## src/rtl/cfs_pkg.sv

```systemverilog
// package for the cpu flags and stack pointer block
// assumes a single 10 MHz cpu clock and byte-wide i/o register port
package cfs_pkg;
	// i/o register offsets
	localparam logic [5:0] STACK_POINTER_LOW_OFS = 6'h3d;
	localparam logic [5:0] STACK_POINTER_HIGH_OFS = 6'h3e;
	localparam logic [5:0] CPU_CONDITION_FLAGS_OFS = 6'h3f;
	// flag bit positions
	localparam int FLAG_C = 0;
	localparam int FLAG_Z = 1;
	localparam int FLAG_N = 2;
	localparam int FLAG_V = 3;
	localparam int FLAG_S = 4;
	localparam int FLAG_H = 5;
	localparam int FLAG_T = 6;
	localparam int FLAG_I = 7;
	// reset values
	localparam logic [7:0] FLAGS_RESET = 8'h00;
	localparam logic [15:0] TOP_OF_DATA_MEMORY = 16'h015f;
	localparam logic [15:0] POINTER_RESET = 16'h0000;
	// stack operation codes, one-hot
	typedef enum logic [6:0] {
		STK_NONE = 7'h01,
		STK_PUSH = 7'h02,
		STK_POP = 7'h04,
		STK_CALL = 7'h08,
		STK_INT = 7'h10,
		STK_RET = 7'h20,
		STK_INTERRUPT_EXIT = 7'h40
	} cfs_stk_op_t;
	// pointer access modes, one-hot
	typedef enum logic [3:0] {
		PTR_NONE = 4'h1,
		PTR_DISP = 4'h2,
		PTR_POSTINC = 4'h4,
		PTR_PREDEC = 4'h8
	} cfs_ptr_mode_t;
endpackage : cfs_pkg

```

## src/rtl/cfs_core.sv

```systemverilog
// cpu condition flags, stack pointer and the three pointer pairs
// assumes the execution unit drives one-cycle request strobes on clk
//
// Summary of operation
// - flags are rewritten after every alu operation with its result.
// - interrupt entry and exit never save or restore the flags.
// - bit 7 is global interrupt enable; zero blocks all interrupts.
// - taking an interrupt clears bit 7; interrupt exit sets it.
// - enable and disable ops set or clear bit 7 directly.
// - bit 6 stores one copied bit, to and from a register bit.
// - bit 5 holds the low nibble carry where the operation affects it.
// - bit 4 equals negative xor overflow after each alu operation; a flags register write can set it freely.
// - bit 3 flags signed two's complement overflow.
// - bit 2 is set when the result's top bit is one.
// - bit 1 is set on an all-zero result, cleared otherwise.
// - bit 0 captures the operation's carry.
// - the six top registers form three 16-bit data pointers.
// - pointer access supports displacement, post increment, pre decrement.
// - stack grows downward; every push lowers the pointer.
// - byte push lowers pointer by one; call or interrupt by two.
// - byte pop raises pointer by one; returns raise it by two.
// - stack pointer is two rw bytes at 0x3e and 0x3d, reset to top.
// - with an 8-bit data space only the low byte exists.
`timescale 1ns/1ps
module cfs_core #(
	parameter bit SP_HIGH_PRESENT = 1'b1
) (
	// clock and reset
	input wire logic clk,
	input wire logic rst,
	// i/o register port
	input wire logic [5:0] reg_addr,
	input wire logic [7:0] reg_wdata,
	input wire logic reg_wr,
	input wire logic reg_rd,
	output logic [7:0] reg_rdata,
	// alu flag update
	input wire logic alu_valid,
	input wire logic [7:0] alu_result,
	input wire logic alu_carry,
	input wire logic alu_half_carry,
	input wire logic alu_half_en,
	input wire logic alu_overflow,
	// flag instructions
	input wire logic interrupt_enable_op,
	input wire logic interrupt_disable_op,
	input wire logic register_to_flag_copy,
	input wire logic copy_bit_in,
	output logic flag_to_register_copy_bit,
	// interrupt handshake
	input wire logic irq_request,
	output logic irq_take,
	// stack operations
	input wire cfs_pkg::cfs_stk_op_t stk_op,
	output logic [15:0] stk_addr,
	// pointer pair registers
	input wire logic [1:0] ptr_sel,
	input wire cfs_pkg::cfs_ptr_mode_t ptr_mode,
	input wire logic [5:0] ptr_disp,
	input wire logic ptr_load,
	input wire logic [15:0] ptr_load_value,
	output logic [15:0] ptr_addr,
	// state views
	output logic [7:0] cpu_condition_flags,
	output logic [15:0] stack_pointer
);
	////////////////////////////////////////////////////////////////////////////////
	typedef struct packed {
		logic [7:0] flags;
		logic [15:0] sp;
		logic [2:0][15:0] ptr;
		logic [7:0] rdata;
		logic [15:0] stk_addr;
		logic [15:0] ptr_addr;
	} cfs_state_t;

	cfs_state_t st_r;
	cfs_state_t st_nxt;

	function automatic logic [15:0] sp_mask(input logic [15:0] v);
		sp_mask = SP_HIGH_PRESENT ? v : {8'h00, v[7:0]};
	endfunction : sp_mask

	////////////////////////////////////////////////////////////////////////////////
	always_comb begin
		logic neg;
		logic ovf;
		logic [15:0] p;
		neg = 1'b0;
		ovf = 1'b0;
		p = 16'h0000;
		st_nxt = st_r;
		// interrupt acceptance gated by global enable
		if (irq_take) begin
			st_nxt.flags[cfs_pkg::FLAG_I] = 1'b0;
		end
		// alu result flags; other flags untouched, nothing saved on entry
		if (alu_valid) begin
			neg = alu_result[7];
			ovf = alu_overflow;
			st_nxt.flags[cfs_pkg::FLAG_C] = alu_carry;
			st_nxt.flags[cfs_pkg::FLAG_Z] = (alu_result == 8'h00);
			st_nxt.flags[cfs_pkg::FLAG_N] = neg;
			st_nxt.flags[cfs_pkg::FLAG_V] = ovf;
			st_nxt.flags[cfs_pkg::FLAG_S] = neg ^ ovf;
			if (alu_half_en) begin
				st_nxt.flags[cfs_pkg::FLAG_H] = alu_half_carry;
			end
		end
		if (register_to_flag_copy) begin
			st_nxt.flags[cfs_pkg::FLAG_T] = copy_bit_in;
		end
		if (interrupt_enable_op) begin
			st_nxt.flags[cfs_pkg::FLAG_I] = 1'b1;
		end
		if (interrupt_disable_op) begin
			st_nxt.flags[cfs_pkg::FLAG_I] = 1'b0;
		end
		// stack pointer moves downward on push
		st_nxt.stk_addr = st_r.sp;
		unique case (stk_op)
			cfs_pkg::STK_NONE: begin
			end
			cfs_pkg::STK_PUSH: begin
				st_nxt.sp = sp_mask(st_r.sp - 16'h0001);
			end
			cfs_pkg::STK_CALL, cfs_pkg::STK_INT: begin
				st_nxt.sp = sp_mask(st_r.sp - 16'h0002);
			end
			cfs_pkg::STK_POP: begin
				st_nxt.sp = sp_mask(st_r.sp + 16'h0001);
				st_nxt.stk_addr = sp_mask(st_r.sp + 16'h0001);
			end
			cfs_pkg::STK_RET: begin
				st_nxt.sp = sp_mask(st_r.sp + 16'h0002);
				st_nxt.stk_addr = sp_mask(st_r.sp + 16'h0001);
			end
			cfs_pkg::STK_INTERRUPT_EXIT: begin
				st_nxt.sp = sp_mask(st_r.sp + 16'h0002);
				st_nxt.stk_addr = sp_mask(st_r.sp + 16'h0001);
				st_nxt.flags[cfs_pkg::FLAG_I] = 1'b1;
			end
			default: begin
			end
		endcase
		// pointer pairs: x, y, z
		if (ptr_sel != 2'b11) begin
			p = st_r.ptr[ptr_sel];
			unique case (ptr_mode)
				cfs_pkg::PTR_NONE: begin
					st_nxt.ptr_addr = p;
				end
				cfs_pkg::PTR_DISP: begin
					st_nxt.ptr_addr = p + {10'h000, ptr_disp};
				end
				cfs_pkg::PTR_POSTINC: begin
					st_nxt.ptr_addr = p;
					st_nxt.ptr[ptr_sel] = p + 16'h0001;
				end
				cfs_pkg::PTR_PREDEC: begin
					st_nxt.ptr_addr = p - 16'h0001;
					st_nxt.ptr[ptr_sel] = p - 16'h0001;
				end
				default: begin
					st_nxt.ptr_addr = p;
				end
			endcase
			if (ptr_load) begin
				st_nxt.ptr[ptr_sel] = ptr_load_value;
			end
		end
		// register writes win over same-cycle hardware updates
		if (reg_wr) begin
			unique case (reg_addr)
				cfs_pkg::STACK_POINTER_LOW_OFS: begin
					st_nxt.sp[7:0] = reg_wdata;
				end
				cfs_pkg::STACK_POINTER_HIGH_OFS: begin
					if (SP_HIGH_PRESENT) begin
						st_nxt.sp[15:8] = reg_wdata;
					end
				end
				cfs_pkg::CPU_CONDITION_FLAGS_OFS: begin
					st_nxt.flags = reg_wdata;
				end
				default: begin
				end
			endcase
		end
		st_nxt.rdata = 8'h00;
		if (reg_rd) begin
			unique case (reg_addr)
				cfs_pkg::STACK_POINTER_LOW_OFS: begin
					st_nxt.rdata = st_r.sp[7:0];
				end
				cfs_pkg::STACK_POINTER_HIGH_OFS: begin
					st_nxt.rdata = SP_HIGH_PRESENT ? st_r.sp[15:8] : 8'h00;
				end
				cfs_pkg::CPU_CONDITION_FLAGS_OFS: begin
					st_nxt.rdata = st_r.flags;
				end
				default: begin
				end
			endcase
		end
	end

	always_ff @(posedge clk) begin
		if (rst) begin
			st_r <= '0;
			st_r.flags <= cfs_pkg::FLAGS_RESET;
			st_r.sp <= sp_mask(cfs_pkg::TOP_OF_DATA_MEMORY);
			st_r.ptr <= {3{cfs_pkg::POINTER_RESET}};
		end else begin
			st_r <= st_nxt;
		end
	end

	////////////////////////////////////////////////////////////////////////////////
	assign irq_take = irq_request & st_r.flags[cfs_pkg::FLAG_I];
	assign reg_rdata = st_r.rdata;
	assign flag_to_register_copy_bit = st_r.flags[cfs_pkg::FLAG_T];
	assign cpu_condition_flags = st_r.flags;
	assign stack_pointer = st_r.sp;
	assign stk_addr = st_r.stk_addr;
	assign ptr_addr = st_r.ptr_addr;
endmodule : cfs_core

```

## config.mk

```make
export PLATFORM = sky130hd
export DESIGN_NAME = cfs_core
export DESIGN_NICKNAME = d
export VERILOG_FILES = /design/src/rtl/cfs_pkg.sv /design/src/rtl/cfs_core.sv
export SDC_FILE = /design/constraint.sdc
export NUM_CORES = 1
export LEC_CHECK = 0
export ABC_CLOCK_PERIOD_IN_PS = 3260
export BUFFER_PORTS_ARGS = -buffer_cell sky130_fd_sc_hd__buf_2
export CORE_MARGIN = 8
export CORE_UTILIZATION = 52
export DETAILED_ROUTE_END_ITERATION = 6
export GPL_TIMING_DRIVEN = 0
export PLACE_DENSITY = 0.77
export SLEW_MARGIN = 20
export SYNTH_ARGS = -nofsm -noshare
export SYNTH_HDL_FRONTEND = slang
export SYNTH_SLANG_ARGS = --single-unit
```

## constraint.sdc

```tcl
create_clock -name clk -period 3.26 [get_ports clk]
set_clock_uncertainty 0.15 [all_clocks]
set_input_delay 0.489 -clock clk [delete_from_list [all_inputs] [get_ports clk]]
set_output_delay 0.489 -clock clk [all_outputs]
set_load 0.005 [all_outputs]
```

# ---- Word-level counts from Yosys, hierarchy flattened
# Index checks and enable logic that the tools add are counted.
dict set report totals {
  romBits 0
  ram_bits 0
  out_inout_bits 66
  latch_bits 0
  n_memories 0
  in_bits 72
  word_cells 64
  regBits 112
}
dict set report op_classes {
  mul 0
  reduce_logical 6
  bitwise_logic 3
  eq_ne 13
  shifts 0
  n_lt_le_gt_ge 2
  mux 25
  div 0
  add_sub_neg 7
}
# operator count
set ops {}
lappend ops {{bitwise mux 48 bit} 3}
lappend ops {{2-to-1 mux 48 bit} 2}
lappend ops {{one-hot mux 48 bit (2 select lines)} 1}
lappend ops {{one-hot mux 16 bit (4 select lines)} 1}
lappend ops {{2-to-1 mux 16 bit} 3}
lappend ops {{adder 16 x 1 -> 16 bit, second input constant} 2}
lappend ops {{binary-select mux 16 bit (select 2 bit)} 1}
lappend ops {{demux 16 bit (select 2 bit)} 1}
lappend ops {{one-hot mux 16 bit (2 select lines)} 1}
lappend ops {{subtractor 16 x 1 -> 16 bit, second input constant} 2}
lappend ops {{2-to-1 mux 24 bit} 1}
lappend ops {{2-to-1 mux 8 bit} 3}
lappend ops {{one-hot mux 8 bit (3 select lines)} 1}
lappend ops {{== test 6 bit, second input constant} 3}
lappend ops {{adder 16 x 2 -> 16 bit, second input constant} 1}
lappend ops {{adder 16 x 6 -> 16 bit} 1}
lappend ops {{subtractor 16 x 2 -> 16 bit, second input constant} 1}
lappend ops {{zero test 8 bit} 1}
lappend ops {{== test 7 x 2 -> 1 bit, second input constant} 1}
lappend ops {{== test 7 x 3 -> 1 bit, second input constant} 1}
lappend ops {{== test 7 x 4 -> 1 bit, second input constant} 1}
lappend ops {{== test 7 x 5 -> 1 bit, second input constant} 1}
lappend ops {{== test 7 x 6 -> 1 bit, second input constant} 1}
lappend ops {{== test 7 bit, second input constant} 1}
lappend ops {{other kinds (14)} 21}

# ---- Logic depth before layout (Yosys ltp)
dict set report logic_depth {
  word_depth 9
  mapped_depth 15
  ltp_nobuf 13
}

# ---- Least setup slack after synthesis
# OpenSTA, ideal clock, no wires.
dict set report synth_timing {
  kind {input to register}
  from {in stk_op[1]}
  to {reg st_r (netlist bit stack_pointer[9])}
  stages 14
  t_arrival_ns 3.115
  setup_ns 0.132
  required_ns 2.978
  n_path_buf 3
  path_slack_ns -0.137
  path_cell_list {nor3_1 and3_1 buf_2 buf_2 xnor2_1 ha_1 clkbuf_1 and4_1 nand3_1 nor2_1 a31oi_1 and2_1 o311ai_0 a21oi_1}
}
dict set report synth_via {
  elab_chain_len 5
  elab_cells_between_ends 11
  classes_between {eq/ne: 6; mux: 3; reduce/logical: 2}
}
# item line
set synth_rtl {}
lappend synth_rtl {{from (decl)} cfs_core.sv:54} ;# input wire cfs_pkg::cfs_stk_op_t stk_op,
lappend synth_rtl {{== test 7 bit, or another cell as far along} cfs_core.sv:121} ;# unique case (stk_op)
lappend synth_rtl {{OR reduction 2 bit, on equally long branches} n/a}
lappend synth_rtl {{one-hot mux 16 bit (4 select lines) (*)} cfs_core.sv:121}
lappend synth_rtl {{2-to-1 mux 8 bit} cfs_core.sv:174} ;# unique case (reg_addr)
lappend synth_rtl {{2-to-1 mux 24 bit (*)} cfs_core.sv:173} ;# if (reg_wr) begin
lappend synth_rtl {{to (signal assigned)} cfs_core.sv:215} ;# st_r <= st_nxt;
lappend synth_rtl {{to (decl)} cfs_core.sv:77} ;# cfs_state_t st_r;
# Mark *: on every way between the ends. The rest lies on a longest branch, timed or not.
# A chain may end at the register's enable or synchronous reset.

# ---- Worst setup path after layout
dict set report layout_timing {
  from {in ptr_sel[0]}
  to {reg st_r[70] in the netlist's numbering}
}
dict set report layout_via {
  elab_chain_len 9
  elab_cells_between_ends 16
  classes_between {add/sub: 2; order compare: 2; eq/ne: 1; mux: 10; reduce/logical: 1}
}
# item line
set layout_rtl {}
lappend layout_rtl {{from (decl)} cfs_core.sv:57} ;# input wire logic [1:0] ptr_sel,
lappend layout_rtl {{parallel branches: the longest is 9 deep, another holds subtractor 16 x 1 -> 16 bit} n/a}
# Several ways; the timed one is not identified. The select of a mux whose other input is x is not followed.

==> summary.md <==
| Metric | Value |
|---|---|
| Status | finished, final reports clean |
| Most common cell in the netlist | nor2_1 |
| HP Class | primary input to flip-flop |
| Port Buf Inserts | 130 |
| Hold Vio Cnt, Final | 0 |
| Chip Width | 144 um |
| Diodes inserted | 0 |
| First-pass GRT wire length | 49700 um |
| Pre-CTS setup slack | -1090 ps |
| Cell Chain, Critical Path | buf_6 -> nor2b_4 -> buf_6 -> o2bb2ai_4 -> ha_2 -> inv_1 -> o32ai_2 -> nand4_1 -> buf_4 -> nor4_2 -> xor2_1 -> a22oi_2 -> buf_4 -> a311oi_2 |
| Post-synthesis compound-gate area fraction | 28.4% |
| Die ar. | 20700 um2 |
| Cell variety after synth | 81 |
| Routed Antenna Nets | 0 |
| Htree depth | 3 |
| CTS root buffer | clkbuf_16 |
| XOR/XNOR Fraction of Synth Area | 5.55% |
| Largest net degree at the start of global routing | 19 |
| Proportion of layout cells with a drive suffix above 1 | 23.2% |
| Synth Area in Simple Gates | 23.4% |
| Mux cell area share after synthesis | 3.86% |
| Initial antenna violation count | 0 |
| Asr flop ratio synth | 0% |
| Seq/Total Area, Yosys | 26.3% |
| Synthesized flop and latch total | 112 |
| Final net count | 1359 |
| CTS hold repair buffers | 0 |
| Initial core utilization | 52.3% |
| DRT Wirelength | 33200 um |
| Syn_nets | 1209 |
| Worst slew pin tran | 1100 ps |
| Crit path largest cell delay | 370 ps |
| Critical Path RT | 3390 ps |
| Element type at the critical path start | primary input |
| Initial DRC count | 1435 |
| EDFF count, synth | 0 |
| Area share of the largest cell type after synthesis | 26.3% |
| TritonRoute pass-1 iters | 7 |
| CP max FO | 10 |
| Final global-route overflow total | 0 |
| Die Y-Extent | 144 um |
| GPL Wtd Cong | 1.01 |
| Fmax | 314 MHz |
| Total negative slack | 0 ps |
| Synth area leader | dfxtp_1 |
| Syn avg cell area | 7.58 um2 |
| Setup Crit Path Kind | primary input to flip-flop |
| Fin worst setup slack | 76.3 ps |
| Syn Inst Count | 1125 |
| Vias | 9758 |
| WL/cell | 22.2 um |
| Power Dens Cells | 349 nW/um2 |
| CTS tree | yes |
| Slowest CP cell | o32ai_2 |
| Ys flop type | dfxtp_1 |
| Detail Placement HPWL | 24600 um |
| CP arrival | 3320 ps |
| # DRC | 0 |
| Yosys warning total | 0 |
| CTS Sinks | 112 |
| Max-cap violation count | 0 |
| Util after Layout | 61.5% |
| List of most frequent post-synthesis cells | 136 x nor2_1, 112 x dfxtp_1, 95 x nand2_1 |
| Static Leakage | 3.94 nW |
| # setup viols final | 0 |
| Final worst-path cycle share | 97.7% |
| Slew headroom | 26.0% |
| Floorplan core area | 16300 um2 |
| Clock transition at the registers of the reported paths | 80 ps |
| Num CTS Buffers | 9 |
| Total GRT Usage | 31.0% |
| Clock Latency Late Sink | 370 ps |
| Vias per inst | 6.51 |
| Crit end category | flip-flop |
| Post-Syn Area | 8520 um2 |
| Vias in the first global route | 8832 |
| Final slew viol count | 0 |
| Dominant cells by area after synthesis | dfxtp_1 26%, nor2_1 6.0%, buf_4 5.6% |
| Main combinational cell family by area after synthesis | compound AO/OA/AOI/OAI gates |
| Peak supply drop | 0.236 mV |
| Area grow syn2layout | 17.5% |
| I/O pin total | 138 |
| Final min period | 3180 ps |
| Synth Area in Adders | 1.85% |
| Row count | 47 |
| Worst-case clock buffer depth | 2 |
==> per-layer routing <==
layer	wire, um	track usage (%)
met3	4640	8.65
met2	14000	46.2
met5	0	0
met4	1030	12.5
met1	13500	41.4
==> final cells by class <==
cell class / count / area, um2
multi-input cells: 850 / 5550
well taps: 220 / 275
clock buffers: 9 / 225
clock inverters: 6 / 91.3
plain buffers: 149 / 857
repair buffers: 140 / 726
inverters: 13 / 51.3
flip-flops and latches: 112 / 2240
fillers: 1532 / 6280
==> timing repair <==
action	4_1_cts	5_1_grt
endpoints found under the setup margin	24	26
buffers inserted	3	7
pin swaps	2	6
gates resized for setup	13	23
endpoints found under the hold margin	0	0
==> registers in the layout, indices dropped and copies added (netlist names) <==
| register | flops |
|---|---|
| st_r | 48 |
| ptr_addr | 16 |
| stack_pointer | 16 |
| stk_addr | 16 |
| cpu_condition_flags | 8 |
| reg_rdata | 8 |
==> through the flow <==
stage                     hold slack, ps  instances  power, mW  instance area [um2]
after floorplan                      279       1125       1.97                 8540
after global placement               289       1475       2.21                 9470
after detailed placement             294       1475       2.22                 9470
after CTS                            236       1492       3.45                 9860
after global routing                 268       1499       3.59                10000
final                                248       1499       3.50                10000
==> final timing paths <==
| kind | start | cells past startpoint | endpoint | slack [ps] |
|---|---|---|---|---|
| setup reg to reg | st_r[41] | 12 | st_r[70] | 160 |
| setup / recovery | ptr_sel[0] | 14 | st_r[70] | 80 |
| hold reg to reg | st_r[75] | 2 | st_r[75] | 300 |
| hold / removal | reg_wdata[1] | 3 | stack_pointer[9] | 250 |
==> worst max-delay path: cells and delay by family <==
family,cells,cell delay [ps]
AO/OA/AOI/OAI,4,860
buffers and inverters,5,790
AND/OR/NAND/NOR,3,660
adder cells (fa/ha/maj),1,280
XOR/XNOR,1,220
==> logic make-up after synthesis <==
logic type | Yosys count
AO/OA/AOI/OAI | 349
XOR/XNOR | 54
adder cells (fa/ha/maj) | 12
buffers and inverters | 163
flip-flops | 112
multiplexers | 32
AND/OR/NAND/NOR | 403
==> power breakdown <==
group / internal, mW / total [mW] / switching [mW] / leakage, nW
Sequential: 1.42 / 1.46 / 0.0378 / 0.913
Clock: 0.678 / 1.26 / 0.581 / 0.156
Combinational: 0.305 / 0.783 / 0.478 / 2.87
Total: 2.40 / 3.50 / 1.10 / 3.94
==> cell usage in the layout (no fill, tap or decap), types with 17 or more instances in the layout <==
master	n
buf_2	138
clkbuf_1	63
buf_4	76
nand4_1	17
a22oi_1	26
a311oi_1	20
xor2_1	26
o21ai_0	78
nand2_1	95
nor3_1	31
a211oi_1	19
nor2_1	135
dfxtp_1	112
a31oi_1	25
mux2i_1	25
a21oi_1	57
nand3_1	26
xnor2_1	27
Power figures use the tool's default switching activity.
